<file path="src/design/spi_port_pkg.sv">
// Register map, field positions and types of the framed serial port
package spi_port_pkg;
    // Word-aligned byte offsets on the register bus
    localparam int ADDR_W = 4;
    localparam logic [3:0] OFS_STATUS = 4'h0;
    localparam logic [3:0] OFS_CON1 = 4'h4;
    localparam logic [3:0] OFS_CON2 = 4'h8;
    localparam logic [3:0] OFS_DATA = 4'hC;
    // port_status_control fields
    localparam int ST_EN = 15;
    localparam int ST_SIDL = 13;
    localparam int ST_ROV = 6;
    localparam int ST_TBF = 1;
    localparam int ST_RBF = 0;
    // port_control_one fields
    localparam int C1_CLK_DIS = 12;
    localparam int C1_DOUT_DIS = 11;
    localparam int C1_WIDE = 10;
    localparam int C1_SMP = 9;
    localparam int C1_EDGE = 8;
    localparam int C1_SELECT_PIN_ENABLE = 7;
    localparam int C1_CKP = 6;
    localparam int C1_MASTER = 5;
    localparam int C1_SEC_LSB = 2;
    localparam int C1_PRI_LSB = 0;
    // port_control_two fields
    localparam int C2_FRM = 15;
    localparam int C2_DIR = 14;
    localparam int C2_POL = 13;
    localparam int C2_DLY = 1;
    // Writable bits and reset values
    localparam logic [15:0] ST_WMASK = 16'hA000;
    localparam logic [15:0] C1_WMASK = 16'h1FFF;
    localparam logic [15:0] C2_WMASK = 16'hE002;
    localparam logic [15:0] ST_RESET = 16'h0000;
    localparam logic [15:0] C1_RESET = 16'h0000;
    localparam logic [15:0] C2_RESET = 16'h0000;
    // Word lengths in bits
    localparam logic [4:0] BITS_WIDE = 5'h10;
    localparam logic [4:0] BITS_NARROW = 5'h08;
    localparam int DIV_W = 10;

    typedef enum logic [1:0] {
        ENG_IDLE,
        ENG_SYNC,
        ENG_SHIFT
    } eng_state_e;

    // Primary ratio: 3 -> 1, 2 -> 4, 1 -> 16, 0 -> 64
    function automatic logic [DIV_W-1:0] pri_ratio(input logic [1:0] code);
        unique case (code)
            2'h3: pri_ratio = 10'h001;
            2'h2: pri_ratio = 10'h004;
            2'h1: pri_ratio = 10'h010;
            default: pri_ratio = 10'h040;
        endcase
    endfunction

    // Secondary ratio: 7 -> 1 down to 0 -> 8
    function automatic logic [DIV_W-1:0] sec_ratio(input logic [2:0] code);
        sec_ratio = 10'h008 - {7'h00, code};
    endfunction
endpackage

</file>
<file path="src/design/spi_framed_port.sv">
// Framed serial port with master/slave shift engine and Avalon-MM register slave
//
// How it works
// - Enable bit hands the four serial pins to the port; clear disables everything.
// - Stop-in-idle bit freezes the port while the device idles.
// - Word finished while previous unread is dropped and sets the overflow flag.
// - Data write sets transmit-full; moving the word into the shifter clears it.
// - Received word moving to receive holder sets receive-full; data read clears it.
// - One 16-bit shifter, reached by software only through the data location.
// - Master drives the shift clock; slave takes it from the pin.
// - Master with clock-pin disable keeps the clock off the pin.
// - Data-out disable leaves the serial output pin undriven.
// - Width select picks 16-bit words or 8-bit bytes.
// - Master samples input at end of data time when set, middle when clear.
// - Edge select set changes data active-to-idle, clear idle-to-active.
// - Slave with select enable only shifts while active-low select is low.
// - Clock idle level set idles the clock high, clear idles it low.
// - Master select chooses master or slave operation.
// - Framed mode turns the select pin into a frame sync pulse.
// - Sync direction set takes the pulse in; clear has the master drive it out.
// - Sync polarity set gives an active-high pulse, clear active-low.
// - Sync timing set puts a driven pulse on the first bit, clear one bit earlier.
//
// Local design decisions: the address map and the Avalon-MM slave port.
`timescale 1ns/1ps
`default_nettype none
module spi_framed_port (
    // Clock and reset
    input wire logic mclk_i,
    input wire logic srst_i,
    // Register bus
    input wire logic [spi_port_pkg::ADDR_W-1:0] avs_address_i,
    input wire logic avs_read_i,
    input wire logic avs_write_i,
    input wire logic [31:0] avs_writedata_i,
    input wire logic [3:0] avs_byteenable_i,
    output logic [31:0] avs_readdata_o,
    output logic avs_waitrequest_o,
    // Device power state
    input wire logic idle_mode_i,
    // Shift clock pin
    input wire logic shift_clock_pin_i,
    output logic shift_clock_pin_o,
    output logic shift_clock_pin_oe_n_o,
    // Serial data pins
    input wire logic serial_in_pin_i,
    output logic serial_out_pin_o,
    output logic serial_out_pin_oe_n_o,
    // Select / frame sync pin
    input wire logic select_pin_i,
    output logic select_pin_o,
    output logic select_pin_oe_n_o
);
    // Register state
    logic [15:0] stat_reg;
    logic [15:0] con1_reg;
    logic [15:0] con2_reg;
    logic rov_reg;
    logic tbf_reg;
    logic rbf_reg;
    logic [15:0] tx_hold_reg;
    logic [15:0] rx_hold_reg;
    logic ack_reg;
    logic [31:0] rdata_reg;

    // Pin synchronisers
    logic sck_s1_reg;
    logic sck_s2_reg;
    logic sck_s3_reg;
    logic sdi_s1_reg;
    logic sdi_s2_reg;
    logic sel_s1_reg;
    logic sel_s2_reg;

    // Engine state
    spi_port_pkg::eng_state_e state_reg;
    spi_port_pkg::eng_state_e state_next;
    logic [15:0] sr_reg;
    logic [15:0] sr_next;
    logic in_bit_reg;
    logic in_bit_next;
    logic [4:0] bitcnt_reg;
    logic [4:0] bitcnt_next;
    logic [5:0] k_reg;
    logic [5:0] k_next;
    logic sck_act_reg;
    logic sck_act_next;
    logic fs_reg;
    logic fs_next;
    logic arm_reg;
    logic arm_next;
    logic [spi_port_pkg::DIV_W-1:0] div_reg;
    logic load_tx;
    logic done;

    // Bus decode
    wire req = avs_read_i | avs_write_i;
    wire wr_acc = avs_write_i & ack_reg;
    wire rd_acc = avs_read_i & ack_reg;
    wire sel_stat = avs_address_i == spi_port_pkg::OFS_STATUS;
    wire sel_con1 = avs_address_i == spi_port_pkg::OFS_CON1;
    wire sel_con2 = avs_address_i == spi_port_pkg::OFS_CON2;
    wire sel_data = avs_address_i == spi_port_pkg::OFS_DATA;
    wire data_wr = wr_acc & sel_data;
    wire data_rd = rd_acc & sel_data;

    // Overflow is R/C: a zero written in the low lane clears it
    wire rov_clr = wr_acc & sel_stat & avs_byteenable_i[0]
        & ~avs_writedata_i[spi_port_pkg::ST_ROV];

    // Configuration fields
    wire en = stat_reg[spi_port_pkg::ST_EN];
    wire run = en & ~(stat_reg[spi_port_pkg::ST_SIDL] & idle_mode_i);
    wire clk_dis = con1_reg[spi_port_pkg::C1_CLK_DIS];
    wire dout_dis = con1_reg[spi_port_pkg::C1_DOUT_DIS];
    wire wide = con1_reg[spi_port_pkg::C1_WIDE];
    wire input_sample_phase = con1_reg[spi_port_pkg::C1_SMP];
    wire select_pin_enable = con1_reg[spi_port_pkg::C1_SELECT_PIN_ENABLE];
    wire clock_idle_level = con1_reg[spi_port_pkg::C1_CKP];
    wire master = con1_reg[spi_port_pkg::C1_MASTER];
    wire framed = con2_reg[spi_port_pkg::C2_FRM];
    wire fs_in_dir = con2_reg[spi_port_pkg::C2_DIR];
    wire fs_pol = con2_reg[spi_port_pkg::C2_POL];
    wire fs_dly = con2_reg[spi_port_pkg::C2_DLY];

    // Edge select has no meaning in framed mode, so it is forced low there
    wire cke = con1_reg[spi_port_pkg::C1_EDGE] & ~framed;
    wire [4:0] nbits = wide ? spi_port_pkg::BITS_WIDE : spi_port_pkg::BITS_NARROW;
    wire [spi_port_pkg::DIV_W-1:0] divisor = spi_port_pkg::DIV_W'(
        spi_port_pkg::pri_ratio(con1_reg[spi_port_pkg::C1_PRI_LSB +: 2])
        * spi_port_pkg::sec_ratio(con1_reg[spi_port_pkg::C1_SEC_LSB +: 3]));
    wire sdo_bit = wide ? sr_reg[15] : sr_reg[7];

    // Master timing: one tick per half shift-clock period
    wire tick = master & run & (state_reg != spi_port_pkg::ENG_IDLE)
        & (div_reg == divisor - 10'h001);
    wire [5:0] k_n = k_reg + 6'h01;
    wire [5:0] two_n = {nbits, 1'b0};
    wire m_shift = tick & (state_reg == spi_port_pkg::ENG_SHIFT);
    wire m_edge = m_shift & (k_n <= two_n);
    wire m_mid = m_edge & (cke ? k_n[0] : ~k_n[0]);
    wire m_chg = m_shift & (cke ? ~k_n[0] : (k_n[0] & (k_n != 6'h01)));

    // Slave edges from the synchronised pin; third stage only stores history
    wire act_now = sck_s2_reg ^ clock_idle_level;
    wire act_prev = sck_s3_reg ^ clock_idle_level;
    wire lead_s = act_now & ~act_prev;
    wire trail_s = ~act_now & act_prev;
    wire fs_in_act = fs_pol ? sel_s2_reg : ~sel_s2_reg;
    wire ss_low_ok = ~select_pin_enable | framed | ~sel_s2_reg;
    wire s_go = ~master & run & ss_low_ok
        & (~framed | arm_reg | (bitcnt_reg != 5'h00));
    wire s_mid = s_go & (cke ? lead_s : trail_s);
    wire s_chg = s_go & (cke ? trail_s : (lead_s & (bitcnt_reg != 5'h00)));
    // Slave with change on leading edge has no edge after its last bit
    wire s_final = s_mid & ~cke & (bitcnt_reg == nbits - 5'h01);

    wire ev_mid = m_mid | (s_mid & ~s_final);
    wire ev_chg = m_chg | s_chg | s_final;
    // Sample at end of data time only for master; slave always mid-time
    wire chg_bit = s_final | (master & input_sample_phase) ? sdi_s2_reg : in_bit_reg;
    wire master_start = master & run & (state_reg == spi_port_pkg::ENG_IDLE) & tbf_reg
        & (~framed | ~fs_in_dir | arm_reg);

    // Shift engine next state
    always_comb begin
        state_next = state_reg;
        sr_next = sr_reg;
        in_bit_next = in_bit_reg;
        bitcnt_next = bitcnt_reg;
        k_next = k_reg;
        sck_act_next = sck_act_reg;
        fs_next = fs_reg;
        arm_next = arm_reg;
        load_tx = 1'b0;
        done = 1'b0;
        if (framed & fs_in_dir & fs_in_act & (bitcnt_reg == 5'h00)) begin
            arm_next = 1'b1;
        end

        if (master_start) begin
            sr_next = tx_hold_reg;
            load_tx = 1'b1;
            bitcnt_next = 5'h00;
            k_next = 6'h00;
            fs_next = framed & ~fs_in_dir;
            arm_next = 1'b0;
            state_next = (framed & ~fs_in_dir & ~fs_dly) ? spi_port_pkg::ENG_SYNC
                : spi_port_pkg::ENG_SHIFT;
        end else if (~master & run & (bitcnt_reg == 5'h00) & tbf_reg & ~ev_chg & ~ev_mid) begin
            sr_next = tx_hold_reg;
            load_tx = 1'b1;
        end

        if (tick) begin
            k_next = k_n;
            if (k_n == 6'h02) begin
                fs_next = 1'b0;
            end
            if (state_reg == spi_port_pkg::ENG_SYNC & k_n == 6'h02) begin
                k_next = 6'h00;
                state_next = spi_port_pkg::ENG_SHIFT;
            end
        end

        if (m_edge) begin
            sck_act_next = ~sck_act_reg;
        end
        if (ev_mid) begin
            in_bit_next = sdi_s2_reg;
        end
        if (ev_chg) begin
            sr_next = {sr_reg[14:0], chg_bit};
            bitcnt_next = bitcnt_reg + 5'h01;
            if (bitcnt_next == nbits) begin
                bitcnt_next = 5'h00;
                done = 1'b1;
                arm_next = 1'b0;
                state_next = spi_port_pkg::ENG_IDLE;
            end
        end

        // Select high mid-word throws the partial word away
        if (~master & select_pin_enable & ~framed & sel_s2_reg) begin
            bitcnt_next = 5'h00;
        end

        if (~en) begin
            state_next = spi_port_pkg::ENG_IDLE;
            bitcnt_next = 5'h00;
            k_next = 6'h00;
            sck_act_next = 1'b0;
            fs_next = 1'b0;
            arm_next = 1'b0;
        end
    end

    // Register bus answer: one wait state, read data latched before release
    assign avs_waitrequest_o = req & ~ack_reg;
    assign avs_readdata_o = rdata_reg;
    wire [15:0] stat_view = (stat_reg & spi_port_pkg::ST_WMASK)
        | {9'h000, rov_reg, 4'h0, tbf_reg, rbf_reg};
    wire [15:0] rd_mux = sel_stat ? stat_view
        : sel_con1 ? con1_reg
        : sel_con2 ? con2_reg
        : sel_data ? rx_hold_reg
        : 16'h0000;

    function automatic logic [15:0] merge(input logic [15:0] old, input logic [15:0] wd,
                                          input logic [1:0] be, input logic [15:0] mask);
        logic [15:0] lanes;
        lanes = {{8{be[1]}}, {8{be[0]}}} & mask;
        merge = (old & ~lanes) | (wd & lanes);
    endfunction

    always_ff @(posedge mclk_i) begin
        if (srst_i) begin
            ack_reg <= 1'b0;
            rdata_reg <= 32'h0000_0000;
        end else begin
            // A request held past its accept is taken again
            ack_reg <= req & ~ack_reg;
            if (avs_read_i & ~ack_reg) begin
                rdata_reg <= {16'h0000, rd_mux};
            end
        end
    end

    always_ff @(posedge mclk_i) begin
        if (srst_i) begin
            stat_reg <= spi_port_pkg::ST_RESET;
            con1_reg <= spi_port_pkg::C1_RESET;
            con2_reg <= spi_port_pkg::C2_RESET;
            tx_hold_reg <= 16'h0000;
        end else begin
            if (wr_acc & sel_stat) begin
                stat_reg <= merge(stat_reg, avs_writedata_i[15:0],
                    avs_byteenable_i[1:0], spi_port_pkg::ST_WMASK);
            end

            if (wr_acc & sel_con1) begin
                con1_reg <= merge(con1_reg, avs_writedata_i[15:0],
                    avs_byteenable_i[1:0], spi_port_pkg::C1_WMASK);
            end

            if (wr_acc & sel_con2) begin
                con2_reg <= merge(con2_reg, avs_writedata_i[15:0],
                    avs_byteenable_i[1:0], spi_port_pkg::C2_WMASK);
            end

            if (data_wr) begin
                tx_hold_reg <= merge(tx_hold_reg, avs_writedata_i[15:0],
                    avs_byteenable_i[1:0], 16'hFFFF);
            end
        end
    end

    // Flags: hardware set wins over a clear in the same cycle
    always_ff @(posedge mclk_i) begin
        if (srst_i) begin
            tbf_reg <= 1'b0;
            rbf_reg <= 1'b0;
            rov_reg <= 1'b0;
            rx_hold_reg <= 16'h0000;
        end else begin
            tbf_reg <= data_wr | (tbf_reg & ~load_tx);
            if (done & rbf_reg & ~data_rd) begin
                rov_reg <= 1'b1;
            end else if (rov_clr) begin
                rov_reg <= 1'b0;
            end
            if (done & ~(rbf_reg & ~data_rd)) begin
                rx_hold_reg <= wide ? sr_next : {8'h00, sr_next[7:0]};
                rbf_reg <= 1'b1;
            end else if (data_rd) begin
                rbf_reg <= 1'b0;
            end
        end
    end

    // Outside signals pass two flip-flops before use
    always_ff @(posedge mclk_i) begin
        if (srst_i) begin
            {sck_s1_reg, sck_s2_reg, sck_s3_reg} <= 3'h0;
            {sdi_s1_reg, sdi_s2_reg} <= 2'h0;
            {sel_s1_reg, sel_s2_reg} <= 2'h3;
        end else begin
            {sck_s1_reg, sck_s2_reg, sck_s3_reg} <= {shift_clock_pin_i, sck_s1_reg, sck_s2_reg};
            {sdi_s1_reg, sdi_s2_reg} <= {serial_in_pin_i, sdi_s1_reg};
            {sel_s1_reg, sel_s2_reg} <= {select_pin_i, sel_s1_reg};
        end
    end

    // Restarts each tick, so a new ratio applies from the next half period
    always_ff @(posedge mclk_i) begin
        if (srst_i | ~master | ~run | (state_reg == spi_port_pkg::ENG_IDLE) | tick) begin
            div_reg <= '0;
        end else begin
            div_reg <= div_reg + 10'h001;
        end
    end

    // Halting for idle freezes the engine without losing its place
    always_ff @(posedge mclk_i) begin
        if (srst_i) begin
            state_reg <= spi_port_pkg::ENG_IDLE;
            sr_reg <= 16'h0000;
            in_bit_reg <= 1'b0;
            bitcnt_reg <= 5'h00;
            k_reg <= 6'h00;
            sck_act_reg <= 1'b0;
            fs_reg <= 1'b0;
            arm_reg <= 1'b0;
        end else if (run | ~en) begin
            state_reg <= state_next;
            sr_reg <= sr_next;
            in_bit_reg <= in_bit_next;
            bitcnt_reg <= bitcnt_next;
            k_reg <= k_next;
            sck_act_reg <= sck_act_next;
            fs_reg <= fs_next;
            arm_reg <= arm_next;
        end
    end

    // Pin drive; enables are active low, released pins go back to general I/O
    assign shift_clock_pin_o = sck_act_reg ^ clock_idle_level;
    assign shift_clock_pin_oe_n_o = ~(en & master & ~clk_dis);
    assign serial_out_pin_o = sdo_bit;
    assign serial_out_pin_oe_n_o = ~(en & ~dout_dis);
    assign select_pin_o = fs_pol ? fs_reg : ~fs_reg;
    assign select_pin_oe_n_o = ~(en & master & framed & ~fs_in_dir);
endmodule
`default_nettype wire

</file>
<file path="config.mk">
export PLATFORM = sky130hd
export DESIGN_NAME = spi_framed_port
export DESIGN_NICKNAME = d
export VERILOG_FILES = /design/src/design/spi_port_pkg.sv /design/src/design/spi_framed_port.sv
export SDC_FILE = /design/constraint.sdc
export NUM_CORES = 1
export LEC_CHECK = 0
export BUFFER_PORTS_ARGS = -buffer_cell sky130_fd_sc_hd__buf_2
export CAP_MARGIN = 40
export CORE_UTILIZATION = 40
export CTS_CLUSTER_DIAMETER = 80
export DETAILED_ROUTE_END_ITERATION = 7
export GPL_ROUTABILITY_DRIVEN = 1
export PLACE_DENSITY = 0.59
export SLEW_MARGIN = 20
export SYNTH_ARGS = -nofsm -noshare
export SYNTH_HDL_FRONTEND = slang
export SYNTH_SLANG_ARGS = --single-unit
export TNS_END_PERCENT = 30
</file>
<file path="constraint.sdc">
create_clock -name mclk_i -period 6.8 [get_ports mclk_i]
set_input_delay 1.36 -clock mclk_i [delete_from_list [all_inputs] [get_ports mclk_i]]
set_output_delay 1.36 -clock mclk_i [all_outputs]
set_load 0.02 [all_outputs]
</file>
==> impl_results.md <==
- Worst-margin pin slew: 0.859 ns
- Critical path arrival: 5.96 ns
- Setup ws final: 1.14 ns
- Required @ worst endpoint: 7.10 ns
- Asr flop ratio synth: 0%
- Multi-input gate area: 3700 µm²
- Overflow after GRT: 0
- Netlist cell types: 63
- Area Overhead vs Synth: 15.0%
- Chip height: 129 µm
- Worst-path fanout max: 28
- Total Nets Final: 871
- DR DRC count: 0
- Dpl hpwl: 12200 µm
- Post-CTS Setup Bufs: 0
- Setup TNS: 0 ns
- Detailed Routing Iterations Pass 1: 8
- Final Hold Fails: 0
- Clk root buf: clkbuf_16
- Sequential area share after synthesis: 37.3%
- CTS sink cnt: 121
- Startpoint types: flop
- Die ar.: 16700 µm²
- Clock power frac: 52.6%
- Fin Clk Skew: 0.00490 ns
- Vias in the first global route: 5371
- Power per standard cell area: 226 nW/µm²
- Core ar.: 15900 µm²
- Drt total wl: 16700 µm
- Int Pwr: 1310 µW
- First-pass GRT wire length: 27300 µm
- CTS max path bufs: 2
- Avg Inst Size Synth: 8.67 µm²
- Overall global routing resource usage: 21.3%
- Pwr Total: 1690 µW
- Worst VDD drop: 0.156 mV
- Sw Ratio: 22.0%
- Fraction of layout cells with a size suffix above 1: 15.0%
- Max Fclk: 177 MHz
- Initial antenna violation count: 0
- Max_slew headroom: 42.7%
- Pre-CTS setup slack: 1.20 ns
- Register area: 2420 µm²
- Dominant cells by area after synthesis: dfxtp_1 (37%), mux2i_1 (6.3%), ha_1 (5.8%), nor2_1 (5.0%), a21oi_1 (2.8%)
- Sequential Power Share: 42.8%
- Type of the most critical hold path: reg -> reg
- RSZ-0062 raised after global routing: false
- Cts hold-fix bufs: 0
- Syn Inst Count: 748
- Die Wd: 129 µm
- Number of routed nets with antenna violations: 0
- Port bufs: 52
- Max Transition Viols Final: 0
- Drt wl/cell: 16.4 µm
- H-Tree Depth: 4
- TritonCTS clock tree: yes
- EDFF count, synth: 0
- I/O Pins: 87
- Final-report setup violation count: 0
- Iteration-0 DRC Markers: 329
- Clk Latency, worst-skew pair: 0.42 ns
- Share of the synthesized area in the top cell type: 37.3%
- Setup crit end kind: flop
- P_leak: 0.00297 µW
- Top Family by Delay on Critical Path: adder cells
- FF+latch count, synth: 121
- Comb power frac: 4.6%
- CTS clock-pin slew for the worst setup and hold paths: 0.05 ns
- Post-CTS Resized: 0
- Crit path max-delay cell type: and4_1
- Top_reg_cell synth: dfxtp_1
- Final period util: 83.3%
- Number of vias per cell: 5.45
- Max-Cap Viols: 0
- Count leader, synth: dfxtp_1
- Mapped cell area: 6490 µm²
- Worst Path Buf+Inv: 5
- Ant. Diodes: 0
- Status: finished clean
- Post-synth top cells: dfxtp_1 (121), nor2_1 (87), mux2i_1 (41)
- Via count: 5542
- Synth area leader: dfxtp_1
- Setup CP Type: reg -> reg
- Crit path top cell by count: ha_1
- CTS buffer count: 17
- Final GP Congestion: 0.843
- Slowest cell delay on critical path: 0.54 ns
- Final min period: 5.66 ns
- Initial core utilization: 40.8%
- CP Cell Sequence: inv_1, ha_1, xor2_1, nor3b_1, ha_1, inv_1, ha_1, fa_1, inv_1, ha_1, o21ai_0, a21oi_1, or4_1, a311oi_1, and4_1, a31o_2, buf_4, nor3_1, buf_4, a221o_2
- FP Rows: 46
- Net switching power: 371 µW
- Fillers: 1577
- Yosys warning total: 0
- Largest net degree at the start of global routing: 58
- Final hold slack: 0.425 ns
- Final core utilization: 47.0%
- Reg2reg setup slack: 1.14 ns
## power by group through the flow
stage	Clock, µW	Sequential [µW]	Combinational, µW
5_1_grt	936	723	83.9
3_5_place_dp	0	737	76.4
4_1_cts	904	722	76.4
6_report	886	722	77.1
3_3_place_gp	0	737	75.1
2_1_floorplan	0	740	50.5
## worst register-to-register path, cell delays in order, from the launching register on
cell and delay (ns):
dfxtp_1 0.47, inv_1 0.10, ha_1 0.21, xor2_1 0.25, nor3b_1 0.11, ha_1 0.31
inv_1 0.04, ha_1 0.18, fa_1 0.50, inv_1 0.04, ha_1 0.35, o21ai_0 0.19
a21oi_1 0.07, or4_1 0.48, a311oi_1 0.35, and4_1 0.54, a31o_2 0.34, buf_4 0.32
nor3_1 0.11, buf_4 0.23, a221o_2 0.34
## routing by layer
metal  wire length, µm  share of wire, %  global-route usage [%]
met5                 0                 0                       0
met4               561               3.4                    11.9
met1              7700                46                    27.0
met3               693               4.2                    4.71
met2              7740                46                    33.7
## area by class of cell
| cell class | instances | area share, % |
|---|---|---|
| repair buffers | 66 | 4.86 |
| inverters | 32 | 1.61 |
| multi-input cells | 551 | 49.6 |
| well taps | 216 | 3.62 |
| clock buffers | 24 | 6.59 |
| clock inverters | 7 | 1.22 |
| flip-flops and latches | 121 | 32.5 |
## cell usage in the layout (no fill, tap or decap), drive strengths merged, types with 4 or more instances in the layout
cell type	instances
or3	16
mux2i	41
or2	4
o21ai	28
and2	8
nor2	87
o31ai	4
xnor2	16
nand2	40
a22oi	5
buf	64
nand4	14
ha	30
xor2	19
dfxtp	121
clkbuf	26
nand3	27
fa	4
nor3	25
nor3b	4
inv	32
conb	16
o211ai	5
a21o	4
a21oi	36
nand2b	8
a221oi	11
clkinv	4
a221o	15
and3	25
nor2b	18
## final timing paths
check                                 from          to  depth (start not counted)
worst max-delay path                  flop   sr_reg[9]                         20
worst min-delay path            sel_s1_reg  sel_s2_reg                          1
worst min register to register  sel_s1_reg  sel_s2_reg                          1
worst max register to register        flop   sr_reg[9]                         20
## metrics by stage
stage / instances / cell area, µm²
3_3_place_gp: 979 / 6830
3_5_place_dp: 984 / 6870
5_1_grt: 1017 / 7460
4_1_cts: 1015 / 7450
6_report: 1017 / 7460
2_1_floorplan: 763 / 6540
## cells by family after synthesis
group                      after synthesis  synth area share (%)
and+or+nand+nor                        293                  23.2
AOI/OAI and AO/OA                      128                  13.9
DFF                                    121                  37.3
buffers and inverters                   91                  6.52
muxes                                   45                  7.20
xor gates and xnor gates                35                  4.73
adders and majority gates               34                  7.02
other                                    1                0.0578
No activity file was read; power rests on OpenSTA's default activity.
